<file path="src/core/flash_table_cfg.svh">
`ifndef FLASH_TABLE_CFG_SVH
`define FLASH_TABLE_CFG_SVH
// Functional notes
// - Table read returns exactly one byte
// - Writes commit whole write blocks
// - Erase works on 64-byte blocks
// - No software bulk erase path
// - Stall fetches during write or erase
// - Internal timer ends write and erase
// - Invalid fetched word executes as no-op
// - Transfers pass through 8-bit table latch
// - Table read loads addressed byte into latch
// - Table write fills holding register only
// - Any byte address allowed for table ops
// - Unlock register reads as all zeros
// - Space bit clear selects EEPROM, set program
// - Config bit set overrides space select
// - Erase bit makes next start erase
// - Writes need enable bit, cleared at reset
// - Error flag set at start, cleared at end
// - Error flag one means a write or erase in progress or a refused start; reset clears it
// - Start bit software-settable, never clearable
// - Hardware clears start bit on completion
// - Complete flag sticky until firmware clears
// - 22-bit pointer, config space selected by control config bit
// - Error leaves space select bits unchanged

`define ADDR_CTRL 4'h0
`define ADDR_UNLOCK 4'h1
`define ADDR_LATCH 4'h2
`define ADDR_PTR_L 4'h3
`define ADDR_PTR_H 4'h4
`define ADDR_PTR_U 4'h5
`define ADDR_IRQ 4'h6

`define BIT_SPACE 7
`define BIT_CFG 6
`define BIT_ERASE 4
`define BIT_ERR 3
`define BIT_WRITE_ENABLE_BIT 2
`define BIT_START 1
`define BIT_IRQ 0

`define UNLOCK_1 8'h55
`define UNLOCK_2 8'hAA

`define WBLK_BYTES 64
`define WBLK_AW 6
`define EBLK_BYTES 64
`define PTR_W 22
`define FLASH_AW 16

// Must outlast streaming one whole write block out of the holding registers
`define PROG_TIME_NS 4000
`define CLK_PERIOD_NS 100
`define PROG_CYCLES ((`PROG_TIME_NS + `CLK_PERIOD_NS - 1) / `CLK_PERIOD_NS)
`define NOP_WORD 16'h0000
`endif

</file>
<file path="src/core/flash_table_pkg.sv">
package flash_table_pkg;
    typedef enum logic [1:0] {
        ST_IDLE,
        ST_ERASE,
        ST_WRITE
    } seq_state_t;
    typedef enum logic [1:0] {
        UNL_NONE,
        UNL_FIRST,
        UNL_ARMED
    } unlock_state_t;
endpackage

</file>
<file path="src/core/prog_timer.sv">
`timescale 1ns/1ps
`include "flash_table_cfg.svh"
module prog_timer (
    input wire logic core_clk, // Clock
    input wire logic nrst, // Async reset, active low
    input wire logic start, // Begin timing
    output logic busy, // Timing in progress
    output logic done // One-cycle expiry pulse
);
    logic [15:0] cnt_q;

    always_ff @(posedge core_clk or negedge nrst) begin
        if (!nrst) begin
            cnt_q <= 16'h0000;
        end else if (start) begin
            cnt_q <= 16'(`PROG_CYCLES);
        end else if (cnt_q != 16'h0000) begin
            cnt_q <= cnt_q - 16'h0001;
        end
    end

    assign busy = (cnt_q != 16'h0000);
    assign done = (cnt_q == 16'h0001);
endmodule

</file>
<file path="src/core/flash_table_access_control.sv">
`timescale 1ns/1ps
`include "flash_table_cfg.svh"
module flash_table_access_control (
    input wire logic core_clk, // Clock
    input wire logic nrst, // Async reset, active low
    input wire logic [3:0] reg_addr, // Register address
    input wire logic [7:0] reg_wdata, // Write data
    input wire logic reg_wr, // Write strobe
    input wire logic reg_rd, // Read strobe
    output logic [7:0] reg_rdata, // Read data, cycle after strobe
    input wire logic table_read_op, // Table read request
    input wire logic table_write_op, // Table write request
    output logic table_ack, // Table op accepted
    input wire logic [15:0] fetch_addr, // Instruction fetch word address
    input wire logic fetch_req, // Instruction fetch request
    output logic fetch_stall, // Fetch held off
    output logic [15:0] fetch_word, // Fetched word, registered
    output logic fetch_valid, // Fetched word valid
    output logic fetch_is_nop, // Fetched word replaced by no-op
    output logic [`FLASH_AW-1:0] flash_addr, // Flash word address
    output logic flash_rd, // Flash read strobe
    input wire logic [15:0] flash_rdata, // Flash read word, same cycle
    output logic flash_wr, // Flash word program strobe
    output logic [15:0] flash_wdata, // Flash program word
    output logic flash_erase, // Flash 64-byte block erase strobe
    output logic [1:0] target_space, // 0 EEPROM, 1 program, 2 config
    output logic write_complete_irq_flag // Write done flag, sticky
);
    logic [7:0] table_byte_latch_q;
    logic [`PTR_W-1:0] table_byte_pointer_q;
    logic memory_space_select_q;
    logic config_space_select_q;
    logic erase_sel_q;
    logic write_enable_bit_q;
    logic write_error_flag_q;
    logic start_q;
    logic irq_q;
    logic [7:0] hold_mem [`WBLK_BYTES];
    logic [7:0] rdata_q;
    logic [15:0] fetch_word_q;
    logic fetch_valid_q;
    logic fetch_nop_q;
    flash_table_pkg::seq_state_t state_q;
    flash_table_pkg::unlock_state_t unl_q;
    logic [`WBLK_AW-1:0] wcnt_q;
    logic tmr_start;
    logic tmr_busy;
    logic tmr_done;
    logic busy;
    logic go;
    logic wr_ctrl;
    logic [`FLASH_AW-1:0] blk_base;
    logic word_valid;
    logic [`WBLK_AW:0] wr_seen_q;

    assign busy = (state_q != flash_table_pkg::ST_IDLE);
    assign wr_ctrl = reg_wr && (reg_addr == `ADDR_CTRL);
    // Start accepted only when enabled, unlocked and idle
    assign go = wr_ctrl && reg_wdata[`BIT_START] && !start_q && write_enable_bit_q
        && (unl_q == flash_table_pkg::UNL_ARMED) && !busy;
    assign blk_base = {table_byte_pointer_q[`FLASH_AW:`WBLK_AW], {(`WBLK_AW-1){1'b0}}};

    prog_timer u_timer (
        .core_clk(core_clk),
        .nrst(nrst),
        .start(tmr_start),
        .busy(tmr_busy),
        .done(tmr_done)
    );

    // Unlock sequence tracker
    always_ff @(posedge core_clk or negedge nrst) begin
        if (!nrst) begin
            unl_q <= flash_table_pkg::UNL_NONE;
        end else if (reg_wr && reg_addr == `ADDR_UNLOCK) begin
            if (reg_wdata == `UNLOCK_1) begin
                unl_q <= flash_table_pkg::UNL_FIRST;
            end else if (reg_wdata == `UNLOCK_2 && unl_q == flash_table_pkg::UNL_FIRST) begin
                unl_q <= flash_table_pkg::UNL_ARMED;
            end else begin
                unl_q <= flash_table_pkg::UNL_NONE;
            end
        end else if (reg_wr) begin
            unl_q <= flash_table_pkg::UNL_NONE;
        end
    end

    // Control bits
    always_ff @(posedge core_clk or negedge nrst) begin
        if (!nrst) begin
            memory_space_select_q <= 1'b0;
            config_space_select_q <= 1'b0;
            erase_sel_q <= 1'b0;
            write_enable_bit_q <= 1'b0;
        end else if (wr_ctrl) begin
            // Space bits only change by software, never on error
            memory_space_select_q <= reg_wdata[`BIT_SPACE];
            config_space_select_q <= reg_wdata[`BIT_CFG];
            erase_sel_q <= reg_wdata[`BIT_ERASE];
            write_enable_bit_q <= reg_wdata[`BIT_WRITE_ENABLE_BIT];
        end
    end

    // Start bit: software sets, hardware clears
    always_ff @(posedge core_clk or negedge nrst) begin
        if (!nrst) begin
            start_q <= 1'b0;
        end else if (go) begin
            start_q <= 1'b1;
        end else if (state_q != flash_table_pkg::ST_IDLE && tmr_done) begin
            start_q <= 1'b0;
        end
    end

    // Error flag: set on start, cleared on clean completion
    always_ff @(posedge core_clk or negedge nrst) begin
        if (!nrst) begin
            write_error_flag_q <= 1'b0;
        end else if (go) begin
            write_error_flag_q <= 1'b1;
        end else if (busy && tmr_done) begin
            write_error_flag_q <= 1'b0;
        end else if (wr_ctrl && reg_wdata[`BIT_START] && !go && !start_q) begin
            write_error_flag_q <= 1'b1;
        end else if (wr_ctrl && !reg_wdata[`BIT_ERR]) begin
            write_error_flag_q <= 1'b0;
        end
    end

    // Completion flag, set wins over clear
    always_ff @(posedge core_clk or negedge nrst) begin
        if (!nrst) begin
            irq_q <= 1'b0;
        end else if (busy && tmr_done) begin
            irq_q <= 1'b1;
        end else if (reg_wr && reg_addr == `ADDR_IRQ && !reg_wdata[`BIT_IRQ]) begin
            irq_q <= 1'b0;
        end
    end

    // Program/erase sequencer
    always_ff @(posedge core_clk or negedge nrst) begin
        if (!nrst) begin
            state_q <= flash_table_pkg::ST_IDLE;
            wcnt_q <= '0;
        end else begin
            unique case (state_q)
                flash_table_pkg::ST_IDLE: begin
                    wcnt_q <= '0;
                    if (go) begin
                        // Erase choice comes with the starting write itself
                        state_q <= reg_wdata[`BIT_ERASE] ? flash_table_pkg::ST_ERASE
                                                         : flash_table_pkg::ST_WRITE;
                    end
                end
                flash_table_pkg::ST_ERASE: begin
                    if (tmr_done) begin
                        state_q <= flash_table_pkg::ST_IDLE;
                    end
                end
                flash_table_pkg::ST_WRITE: begin
                    if (wcnt_q != `WBLK_AW'(`WBLK_BYTES/2)) begin
                        wcnt_q <= wcnt_q + `WBLK_AW'(1);
                    end
                    if (tmr_done) begin
                        state_q <= flash_table_pkg::ST_IDLE;
                    end
                end
            endcase
        end
    end

    assign tmr_start = go;
    // Erase only on a 64-byte block, no bulk-erase path exists
    assign flash_erase = (state_q == flash_table_pkg::ST_ERASE) && tmr_done;
    // Whole holding block streamed out only for a non-erase start
    assign flash_wr = (state_q == flash_table_pkg::ST_WRITE)
        && (wcnt_q < `WBLK_AW'(`WBLK_BYTES/2));
    assign flash_wdata = {hold_mem[{wcnt_q[`WBLK_AW-2:0], 1'b1}],
                          hold_mem[{wcnt_q[`WBLK_AW-2:0], 1'b0}]};
    assign flash_rd = !busy && (table_read_op || fetch_req);
    always_comb begin
        if (state_q == flash_table_pkg::ST_WRITE) begin
            flash_addr = blk_base | `FLASH_AW'(wcnt_q);
        end else if (state_q == flash_table_pkg::ST_ERASE) begin
            flash_addr = {table_byte_pointer_q[`FLASH_AW:6], 5'h00};
        end else if (table_read_op) begin
            flash_addr = table_byte_pointer_q[`FLASH_AW:1];
        end else begin
            flash_addr = fetch_addr;
        end
    end
    assign fetch_stall = busy || (fetch_req && table_read_op);
    assign table_ack = !busy && (table_read_op || table_write_op);
    assign target_space = config_space_select_q ? 2'h2 : {1'b0, memory_space_select_q};

    // Table latch and holding registers
    always_ff @(posedge core_clk or negedge nrst) begin
        if (!nrst) begin
            table_byte_latch_q <= 8'h00;
        end else if (table_ack && table_read_op) begin
            // One byte picked from the word by pointer bit 0
            table_byte_latch_q <= table_byte_pointer_q[0] ? flash_rdata[15:8]
                                                         : flash_rdata[7:0];
        end else if (reg_wr && reg_addr == `ADDR_LATCH) begin
            table_byte_latch_q <= reg_wdata;
        end
    end

    always_ff @(posedge core_clk) begin
        if (table_ack && table_write_op && !table_read_op) begin
            hold_mem[table_byte_pointer_q[`WBLK_AW-1:0]] <= table_byte_latch_q;
        end
    end

    // Table pointer registers
    always_ff @(posedge core_clk or negedge nrst) begin
        if (!nrst) begin
            table_byte_pointer_q <= '0;
        end else if (reg_wr && reg_addr == `ADDR_PTR_L) begin
            table_byte_pointer_q[7:0] <= reg_wdata;
        end else if (reg_wr && reg_addr == `ADDR_PTR_H) begin
            table_byte_pointer_q[15:8] <= reg_wdata;
        end else if (reg_wr && reg_addr == `ADDR_PTR_U) begin
            table_byte_pointer_q[21:16] <= reg_wdata[5:0];
        end
    end

    // Fetch path: illegal word returns as no-op
    assign word_valid = (flash_rdata != 16'hFFFF);
    always_ff @(posedge core_clk or negedge nrst) begin
        if (!nrst) begin
            fetch_word_q <= 16'h0000;
            fetch_valid_q <= 1'b0;
            fetch_nop_q <= 1'b0;
        end else begin
            fetch_valid_q <= fetch_req && !fetch_stall;
            if (fetch_req && !fetch_stall) begin
                fetch_word_q <= word_valid ? flash_rdata : `NOP_WORD;
                fetch_nop_q <= !word_valid;
            end
        end
    end

    // Register read port
    always_ff @(posedge core_clk or negedge nrst) begin
        if (!nrst) begin
            rdata_q <= 8'h00;
        end else if (reg_rd) begin
            unique case (reg_addr)
                `ADDR_CTRL: rdata_q <= {memory_space_select_q, config_space_select_q, 1'b0,
                    erase_sel_q, write_error_flag_q, write_enable_bit_q, start_q, 1'b0};
                `ADDR_UNLOCK: rdata_q <= 8'h00;
                `ADDR_LATCH: rdata_q <= table_byte_latch_q;
                `ADDR_PTR_L: rdata_q <= table_byte_pointer_q[7:0];
                `ADDR_PTR_H: rdata_q <= table_byte_pointer_q[15:8];
                `ADDR_PTR_U: rdata_q <= {2'b00, table_byte_pointer_q[21:16]};
                `ADDR_IRQ: rdata_q <= {7'h00, irq_q};
                default: rdata_q <= 8'h00;
            endcase
        end else begin
            rdata_q <= 8'h00;
        end
    end

    assign reg_rdata = rdata_q;
    assign fetch_word = fetch_word_q;
    assign fetch_valid = fetch_valid_q;
    assign fetch_is_nop = fetch_nop_q;
    assign write_complete_irq_flag = irq_q;

    // Words programmed since the last start, for the block check
    always_ff @(posedge core_clk or negedge nrst) begin
        if (!nrst) begin
            wr_seen_q <= '0;
        end else if (go) begin
            wr_seen_q <= '0;
        end else if (flash_wr) begin
            wr_seen_q <= wr_seen_q + 7'h01;
        end
    end

    a_start_clears: assert property (@(posedge core_clk) disable iff (!nrst)
        busy && tmr_done |=> !start_q && !write_error_flag_q)
        else $error("start bit not cleared at completion");
    a_stall_busy: assert property (@(posedge core_clk) disable iff (!nrst)
        busy |-> fetch_stall && !table_ack && !flash_rd)
        else $error("access while programming");
    a_err_on_go: assert property (@(posedge core_clk) disable iff (!nrst)
        go |=> write_error_flag_q && start_q && busy)
        else $error("start did not raise error and busy");
    a_write_enable_bit_needed: assert property (@(posedge core_clk) disable iff (!nrst)
        !write_enable_bit_q |-> !go)
        else $error("start without write enable");
    a_irq_sticky: assert property (@(posedge core_clk) disable iff (!nrst)
        irq_q && !(reg_wr && reg_addr == `ADDR_IRQ) |=> irq_q)
        else $error("completion flag dropped");
    a_irq_set: assert property (@(posedge core_clk) disable iff (!nrst)
        busy && tmr_done |=> irq_q && !busy)
        else $error("completion flag not set");
    a_unlock_zero: assert property (@(posedge core_clk) disable iff (!nrst)
        reg_rd && reg_addr == `ADDR_UNLOCK |=> reg_rdata == 8'h00)
        else $error("unlock register read nonzero");
    a_erase_path: assert property (@(posedge core_clk) disable iff (!nrst)
        go |=> ((state_q == flash_table_pkg::ST_ERASE) == erase_sel_q))
        else $error("erase choice differs from erase select");
    a_target_cfg: assert property (@(posedge core_clk) disable iff (!nrst)
        config_space_select_q |-> target_space == 2'h2)
        else $error("config select ignored");

    a_block_whole: assert property (@(posedge core_clk) disable iff (!nrst)
        state_q == flash_table_pkg::ST_WRITE && tmr_done |-> wr_seen_q == 7'h20)
        else $error("write ended before whole block programmed");
    a_erase_once: assert property (@(posedge core_clk) disable iff (!nrst)
        flash_erase |=> !flash_erase)
        else $error("erase strobe longer than one cycle");
    a_timer_holds: assert property (@(posedge core_clk) disable iff (!nrst)
        busy && !tmr_done |=> busy)
        else $error("operation ended before timer expiry");
    a_start_sticky: assert property (@(posedge core_clk) disable iff (!nrst)
        start_q && !(busy && tmr_done) |=> start_q)
        else $error("start bit cleared early");
    a_err_keeps_space: assert property (@(posedge core_clk) disable iff (!nrst)
        write_error_flag_q && !wr_ctrl |=> $stable(memory_space_select_q)
        && $stable(config_space_select_q))
        else $error("space select changed without software");
    a_nop_fetch: assert property (@(posedge core_clk) disable iff (!nrst)
        fetch_valid_q && fetch_nop_q |-> fetch_word_q == `NOP_WORD)
        else $error("invalid word not replaced by no-op");
    a_fetch_plain: assert property (@(posedge core_clk) disable iff (!nrst)
        fetch_valid_q && !fetch_nop_q |-> fetch_word_q != 16'hFFFF)
        else $error("invalid word passed to core");
    a_hold_only: assert property (@(posedge core_clk) disable iff (!nrst)
        table_ack && table_write_op |-> !flash_wr && !flash_erase)
        else $error("table write touched flash array");

    c_write: cover property (@(posedge core_clk) disable iff (!nrst)
        go && !reg_wdata[`BIT_ERASE] ##[1:60] !busy);
    c_fetch_nop: cover property (@(posedge core_clk) disable iff (!nrst)
        fetch_valid_q && fetch_nop_q);
    c_bad_start: cover property (@(posedge core_clk) disable iff (!nrst)
        wr_ctrl && reg_wdata[`BIT_START] && !go && !start_q);
    c_erase: cover property (@(posedge core_clk) disable iff (!nrst) flash_erase);
    c_tread: cover property (@(posedge core_clk) disable iff (!nrst)
        table_ack && table_read_op);
endmodule

</file>
<file path="config.mk">
export PLATFORM = sky130hd
export DESIGN_NAME = flash_table_access_control
export DESIGN_NICKNAME = d
export VERILOG_FILES = /design/src/core/flash_table_pkg.sv /design/src/core/prog_timer.sv /design/src/core/flash_table_access_control.sv
export VERILOG_INCLUDE_DIRS = /design/src /design/src/core
export SDC_FILE = /design/constraint.sdc
export NUM_CORES = 1
export LEC_CHECK = 0
export BUFFER_PORTS_ARGS = -buffer_cell sky130_fd_sc_hd__clkbuf_2
export CAP_MARGIN = 10
export CORE_ASPECT_RATIO = 1.1
export CORE_MARGIN = 10
export CORE_UTILIZATION = 50
export CTS_BUF_LIST = sky130_fd_sc_hd__clkbuf_4 sky130_fd_sc_hd__clkbuf_8
export CTS_CLUSTER_SIZE = 14
export DETAILED_ROUTE_END_ITERATION = 8
export PLACE_DENSITY = 0.67
export SLEW_MARGIN = 20
export SYNTH_ARGS = -nofsm -noshare
export SYNTH_HDL_FRONTEND = slang
export SYNTH_SLANG_ARGS = --single-unit
</file>
<file path="constraint.sdc">
create_clock -name core_clk -period 5.68 [get_ports core_clk]
set_input_delay 0.284 -clock core_clk [delete_from_list [all_inputs] [get_ports core_clk]]
set_output_delay 0.284 -clock core_clk [all_outputs]
set_load 0.005 [all_outputs]
</file>
After elaboration in Yosys (flattened, before gate mapping)
Memories as Yosys holds them, arrays and structs flattened.
Cells that the tools add are included.
{ "totals": {"register_bits": 89, "mem_bits_rw": 512, "input_bits": 51, "elab_cells": 130, "memories": 1} }
{ "memory_table": {"columns": ["name", "depth", "width", "rd", "rd_clocked_by_memory_dff", "wr", "line", "text"], "rows": [
  ["hold_mem", 64, 8, 2, 0, 1, "flash_table_access_control.sv:38", "logic [7:0] hold_mem [`WBLK_BYTES];"]
]} }
{ "op_classes": {"addsub": 2, "magnitude_cmp": 1, "n_eq_ne": 18, "mux": 32, "n_bitwise": 3, "n_reduce_logical": 54} }
{ "ops": {"columns": ["op", "count"], "rows": [
  ["16-bit 2-to-1 mux", 6],
  ["8-bit one-hot mux with 6 select lines", 1],
  ["8-bit 2-to-1 mux", 4],
  ["1-bit logical AND", 27],
  ["16-bit by 1-bit equality test with 1-bit output (second input constant)", 1],
  ["2-bit 2-to-1 mux", 8],
  ["16-bit != test (second input constant)", 1],
  ["16-bit by 6-bit bitwise OR with 16-bit output", 1],
  ["16-bit nonzero test", 1],
  ["16-bit by 1-bit subtractor with 16-bit output (second input constant)", 1],
  ["2-bit nonzero test", 7],
  ["4-bit by 3-bit equality test with 1-bit output (second input constant)", 3],
  ["6-bit one-hot mux with 2 select lines", 1],
  ["1-bit 2-to-1 mux", 10],
  ["4-bit by 2-bit equality test with 1-bit output (second input constant)", 2],
  ["8-bit by 7-bit equality test with 1-bit output (second input constant)", 1],
  ["8-bit equality test (second input constant)", 1],
  ["1-bit zero test", 8],
  ["6-bit by 1-bit adder with 6-bit output (second input constant)", 1],
  ["6-bit < comparator (second input constant)", 1],
  ["6-bit 2-to-1 mux", 1],
  ["6-bit != test (second input constant)", 1],
  ["2-bit AND reduction", 3],
  ["2-bit by 1-bit equality test with 1-bit output (second input constant)", 2],
  ["12 further kinds", 17]
]} }

Longest topological paths before layout
{ "logic_depth": {"word_depth": 13, "depth_mapped": 10} }

Modules after synthesis
A second synthesis with hierarchy kept.
{ "hier_totals": {"hier_cells": 1371, "area_unflattened_um2": 24364.6} }
{ "by_module_without_submodules": {"columns": ["mod", "n_inst", "cells_per_inst", "area_per_inst_um2", "seq_area_each_um2"], "rows": [
  ["flash_table_access_control", 1, 1274, 23446.2, 17201.5],
  ["prog_timer", 1, 97, 918.4, 400.4]
]} }

Least setup slack after synthesis
Ideal clock, no wire load.
{ "synth_path": {"path_type": "reg2reg", "from": "reg state_q[0]", "to": "mem hold_mem[62][0], enable pin", "arrival_time_ps": 1672, "slack_ps": 3637, "stages_incl_launch_ff": 7, "path_buffers": 0, "path_cell_list": "dfrtp_1 inv_1 ha_1 nor2b_1 and3b_1 nand3_1 nor2_1"} }
{ "synth_between": {"elab_chain_cells": 7} }
{ "synth_rtl": {"columns": ["item", "line", "text"], "rows": [
  ["from (decl)", "flash_table_access_control.sv:43", "flash_table_pkg::seq_state_t state_q;"],
  ["from (signal assigned)", "flash_table_access_control.sv:144", "state_q <= flash_table_pkg::ST_IDLE;"],
  ["from (signal assigned)", "flash_table_access_control.sv:152", "state_q <= reg_wdata[`BIT_ERASE] ? flash_table_pkg::ST_ERASE"],
  ["from (signal assigned)", "flash_table_access_control.sv:158", "state_q <= flash_table_pkg::ST_IDLE;"],
  ["2-bit nonzero test", "flash_table_access_control.sv:56", "assign busy = (state_q != flash_table_pkg::ST_IDLE);"],
  ["1-bit zero test", "flash_table_access_control.sv:194", "assign table_ack = !busy && (table_read_op || table_write_op);"],
  ["1-bit logical AND", "flash_table_access_control.sv:194", null],
  ["1-bit logical AND (2 in series)", "flash_table_access_control.sv:211", "if (table_ack && table_write_op && !table_read_op) begin"],
  ["1-bit 2-to-1 mux", "flash_table_access_control.sv:211", null],
  ["1-bit 2-to-1 mux", "flash_table_access_control.sv:212", "hold_mem[table_byte_pointer_q[`WBLK_AW-1:0]] <= table_byte_latch_q;"],
  ["to (decl)", "flash_table_access_control.sv:38", null]
]} }
Every way passes these cells.

Worst setup path after layout
{ "layout_path": {"from": "reg wcnt_q[0]", "to": "out flash_wdata[7]"} }
{ "layout_between": {"elab_chain_cells": 1} }
{ "layout_rtl": {"columns": ["item", "line", "text"], "rows": [
  ["from (decl)", "flash_table_access_control.sv:45", "logic [`WBLK_AW-1:0] wcnt_q;"],
  ["from (signal assigned)", "flash_table_access_control.sv:163", "wcnt_q <= wcnt_q + `WBLK_AW'(1);"],
  ["memory read 64 x 8 bit", null, null],
  ["to (decl)", "flash_table_access_control.sv:24", "output logic [15:0] flash_wdata,"]
]} }
Every way passes these cells.

==> results.cfg <==
[outcome]
status = completed

[timing]
finalMaxSlewViolations = 0
fin_skew_ps = 30.3
setup_viol = 0
hold_viol = 0
setup_slack_ps = 1480
slew-limit-headroom_pct = 21.6
post-route-period-util_pct = 73.9
fin_tns_setup_ps = 0
tightest_slew_ps = 1180
fmax_ghz = 0.238
post-route-min-period_ps = 4200
rsz0062_at_grt = no

[critical_path]
cp_data_arrival_time_ps = 3910
reg2reg_from = state_q[0]$_DFFE_PN0P_
rrSetupSlack_ps = 2240
cp_max_fo = 52
path_cells = buf_4 > mux4_2 > a22o_1 > a211oi_1 > a21oi_1 > clkbuf_2
crit_type = flop to primary output
crit_path_start_kind = flop
end_kind = primary output
cpLargestDelayFamily = flip-flops
cp_slowest_cell = dfrtp_4
worst-path-buf-inv = 2
reg2reg_to = hold_mem[63][7]$_DFFE_PP_
reg2reg_depth = 6
slowest_delay_ps = 1020
cp.required_ps = 5400

[power]
pwr-share-clk_pct = 28.9
p_sw_w = 0.00353
vdd_drop_max_mv = 0.274
seq_power_share_pct = 49.6
pwr-share-comb_pct = 21.5
swShare_pct = 29.4
power.internal_w = 0.00847
power_leakage_nw = 9.35
p_per_area_nw_per_um2 = 434

[floorplan]
die_area_um2 = 58200
start_util_pct = 50.8
die_y_um = 252
row_count = 84
ioPinCount = 117
dieWidth_um = 231
core-area_um2 = 48100

[place]
routabilityCongestion = 0.828
pre_cts_slack_ps = 2220
dp.cells = 2081
hpwl_mm = 34.5
numPortBuffers = 116

[global_routing]
grt_pass1_vias = 14200
grt_max_degree = 77
antenna_found_initial = 2
gr-usage-all-layers_pct = 19.4
grt_pass1_wl_mm = 86.0
grt_overflow = 0

[routing]
vias = 13500
remaining_drc_errors = 0
vias_per_cell = 5.96
dr.pass1.iters = 5
drt-total-wl_mm = 56.4
drt_iter0_markers = 1127
ant_nets = 0
wl_per_cell_um = 24.8

[synthesis]
synth_edf_count = 512
synth_top_cell_by_area = edfxtp_1
synthArstFlopShare_pct = 14.8
synthDistinctLibCells = 63
synthFlopType = edfxtp_1
synth_area_per_cell_um2 = 17.8
synth_area_um2 = 24500
ys_ff_latch = 601
synth_seq_area_share_pct = 72.0
syn-instance-count = 1378
yosysTopAreaCellShare_pct = 62.9
yosys_warnings = 0
synth_area_leaders = edfxtp_1, dfrtp_1, mux4_2, mux2i_1, a22o_1
syn_nets = 1437

[job]
drv_cap = 0

[clock_tree]
clock-sinks = 601
max-clock-path-buffers = 3
htreeDepth = 3
clk_latency_ps = 670
cts_tree = done
cts_buffers = 93
clkTransAtPathRegs_ps = 60
post_cts_buffers = 0
cts_root_buf = clkbuf_8

[finish]
nets = 1618
nFillCells = 3704
drive_gt1_share_pct = 26.2
syn2layout_area_growth_pct = 13.2
fin_cells = 2274

[min_path]
min_path_cells = 3
hp-class = primary input to flop
min_to = write_complete_irq_flag$_DFFE_PN0P_
min_from = reg_addr[0]
## sequential cells by signal (all words and copies together), names as in the netlist
signal / cells
config_space_select_q: 1
erase_sel_q: 1
fetch_is_nop: 1
fetch_valid: 1
fetch_word: 16
hold_mem: 512
memory_space_select_q: 1
reg_rdata: 8
start_q: 1
state_q: 2
table_byte_latch_q: 8
table_byte_pointer_q: 22
u_timer.cnt_q: 16
unl_q: 2
wcnt_q: 6
write_complete_irq_flag: 1
write_enable_bit_q: 1
write_error_flag_q: 1
## stage by stage
step	total power (W)	utilization, %	instance area [um^2]	hold WS, ps
2_1_floorplan	0.00762	-	24500	-11.6
3_3_place_gp	0.00859	53.2	25600	148
3_5_place_dp	0.00864	53.2	25600	146
4_1_cts	0.0121	57.5	27700	9.77
5_1_grt	0.0125	57.5	27700	76.2
6_report	0.0120	57.5	27700	81.4
## placed cells by master, fill, tap and decap left out, types with 12 or more instances in the layout
master,n
clkinv_2,12
edfxtp_1,512
nor2_1,89
clkbuf_8,95
mux2_1,15
mux4_2,96
clkbuf_4,32
dfrtp_1,79
nor2b_1,18
o22ai_1,17
a211oi_1,40
a22oi_1,23
buf_4,20
o21ai_0,17
nand4_1,12
o221ai_1,16
a21oi_1,41
mux2i_1,82
dlygate4sd3_1,28
mux2_2,27
inv_1,14
nand2_1,36
clkbuf_2,115
a22o_1,42
clkinv_1,19
## power groups by stage
| stage | logic [W] | clock network [W] | registers (W) |
|---|---|---|---|
| global route | 0.00278 | 0.00373 | 0.00601 |
| global placement | 0.00255 | 0 | 0.00604 |
| floorplan | 0.00166 | 0 | 0.00595 |
| detailed placement | 0.00259 | 0 | 0.00605 |
| finish | 0.00258 | 0.00346 | 0.00596 |
| CTS | 0.00261 | 0.00354 | 0.00597 |
## worst max path at each step
stage	slack, ps	start	cells past startpoint	endpoint
after global placement	2260	wcnt_q[0]$_DFFE_PN0P_	6	flash_wdata[7]
after floorplan	3640	state_q[0]$_DFFE_PN0P_	6	hold_mem[62][0]$_DFFE_PP_
final	1480	wcnt_q[0]$_DFFE_PN0P_	6	flash_wdata[7]
after CTS	1470	wcnt_q[0]$_DFFE_PN0P_	6	flash_wdata[7]
after global routing	1200	wcnt_q[0]$_DFFE_PN0P_	6	flash_wdata[7]
after detailed placement	2220	wcnt_q[0]$_DFFE_PN0P_	6	flash_wdata[7]
## synth_stat cells, drive strengths merged (3+ instances only)
library cell and instances:
nand4 12, nand2b 6, nor4 10, or3b 4, edfxtp 512, nand3b 7
nand3 10, a22oi 23, nor3 6, nor2b 19, dfrtp 89, ha 8
or4 6, inv 15, mux2i 82, clkbuf 40, a21oi 41, mux2 42
and3b 3, o21ai 18, or2 4, xnor2 3, nor2 91, or3 9
a211oi 40, a21o 3, mux4 96, nand2 36, o31ai 6, a22o 42
o221ai 16, o22ai 17, nor4b 3, buf 37
## worst register-to-register path: stages, from the launching register on
cell	delay (ps)
dfrtp_1	400
inv_1	90
ha_1	410
nor2b_1	480
and3_1	300
nand3_1	550
nor2_1	820
## timing repair
| item | in CTS | in global routing |
|---|---|---|
| hold endpoints to repair | 62 | 1 |
| hold buffers | 27 | 1 |
| resized for setup | 0 | 0 |
## cell type report
| cell class | count | area [um^2] | share of cell area, % |
|---|---|---|---|
| clock inverter | 36 | 220 | 0.796 |
| clock buffer | 127 | 1550 | 5.59 |
| timing repair buffer | 163 | 1010 | 3.63 |
| inverter | 15 | 56.3 | 0.203 |
| sequential | 601 | 17600 | 63.7 |
| tap | 645 | 807 | 2.92 |
| antenna | 2 | 5.00 | 0.0181 |
| multi-input combinational | 685 | 6410 | 23.2 |
## routing by layer
| metal | share of wire, % | global-route usage [%] | vias to the layer above |
|---|---|---|---|
| li1 | - | - | 5959 |
| met1 | 42 | 25.9 | 6931 |
| met2 | 48 | 31.0 | 556 |
| met3 | 7.2 | 4.44 | 96 |
| met4 | 2.2 | 7.09 | 0 |
| met5 | 0 | 0 | - |
## cell families (layout without fill, tap and decap cells)
kind of cell               Yosys count  count (layout)  synth area share [%]
DFF                                601             601                  72.0
and+or+nand+nor                    235             235                  5.13
muxes                              220             220                  14.1
AOI/OAI and AO/OA                  219             219                  6.39
buffers and inverters               92             341                  1.87
adders and majority gates            8               8                 0.409
xor gates and xnor gates             3               3                 0.107
other                                0               2                     0
Power figures use the tool's default switching activity.
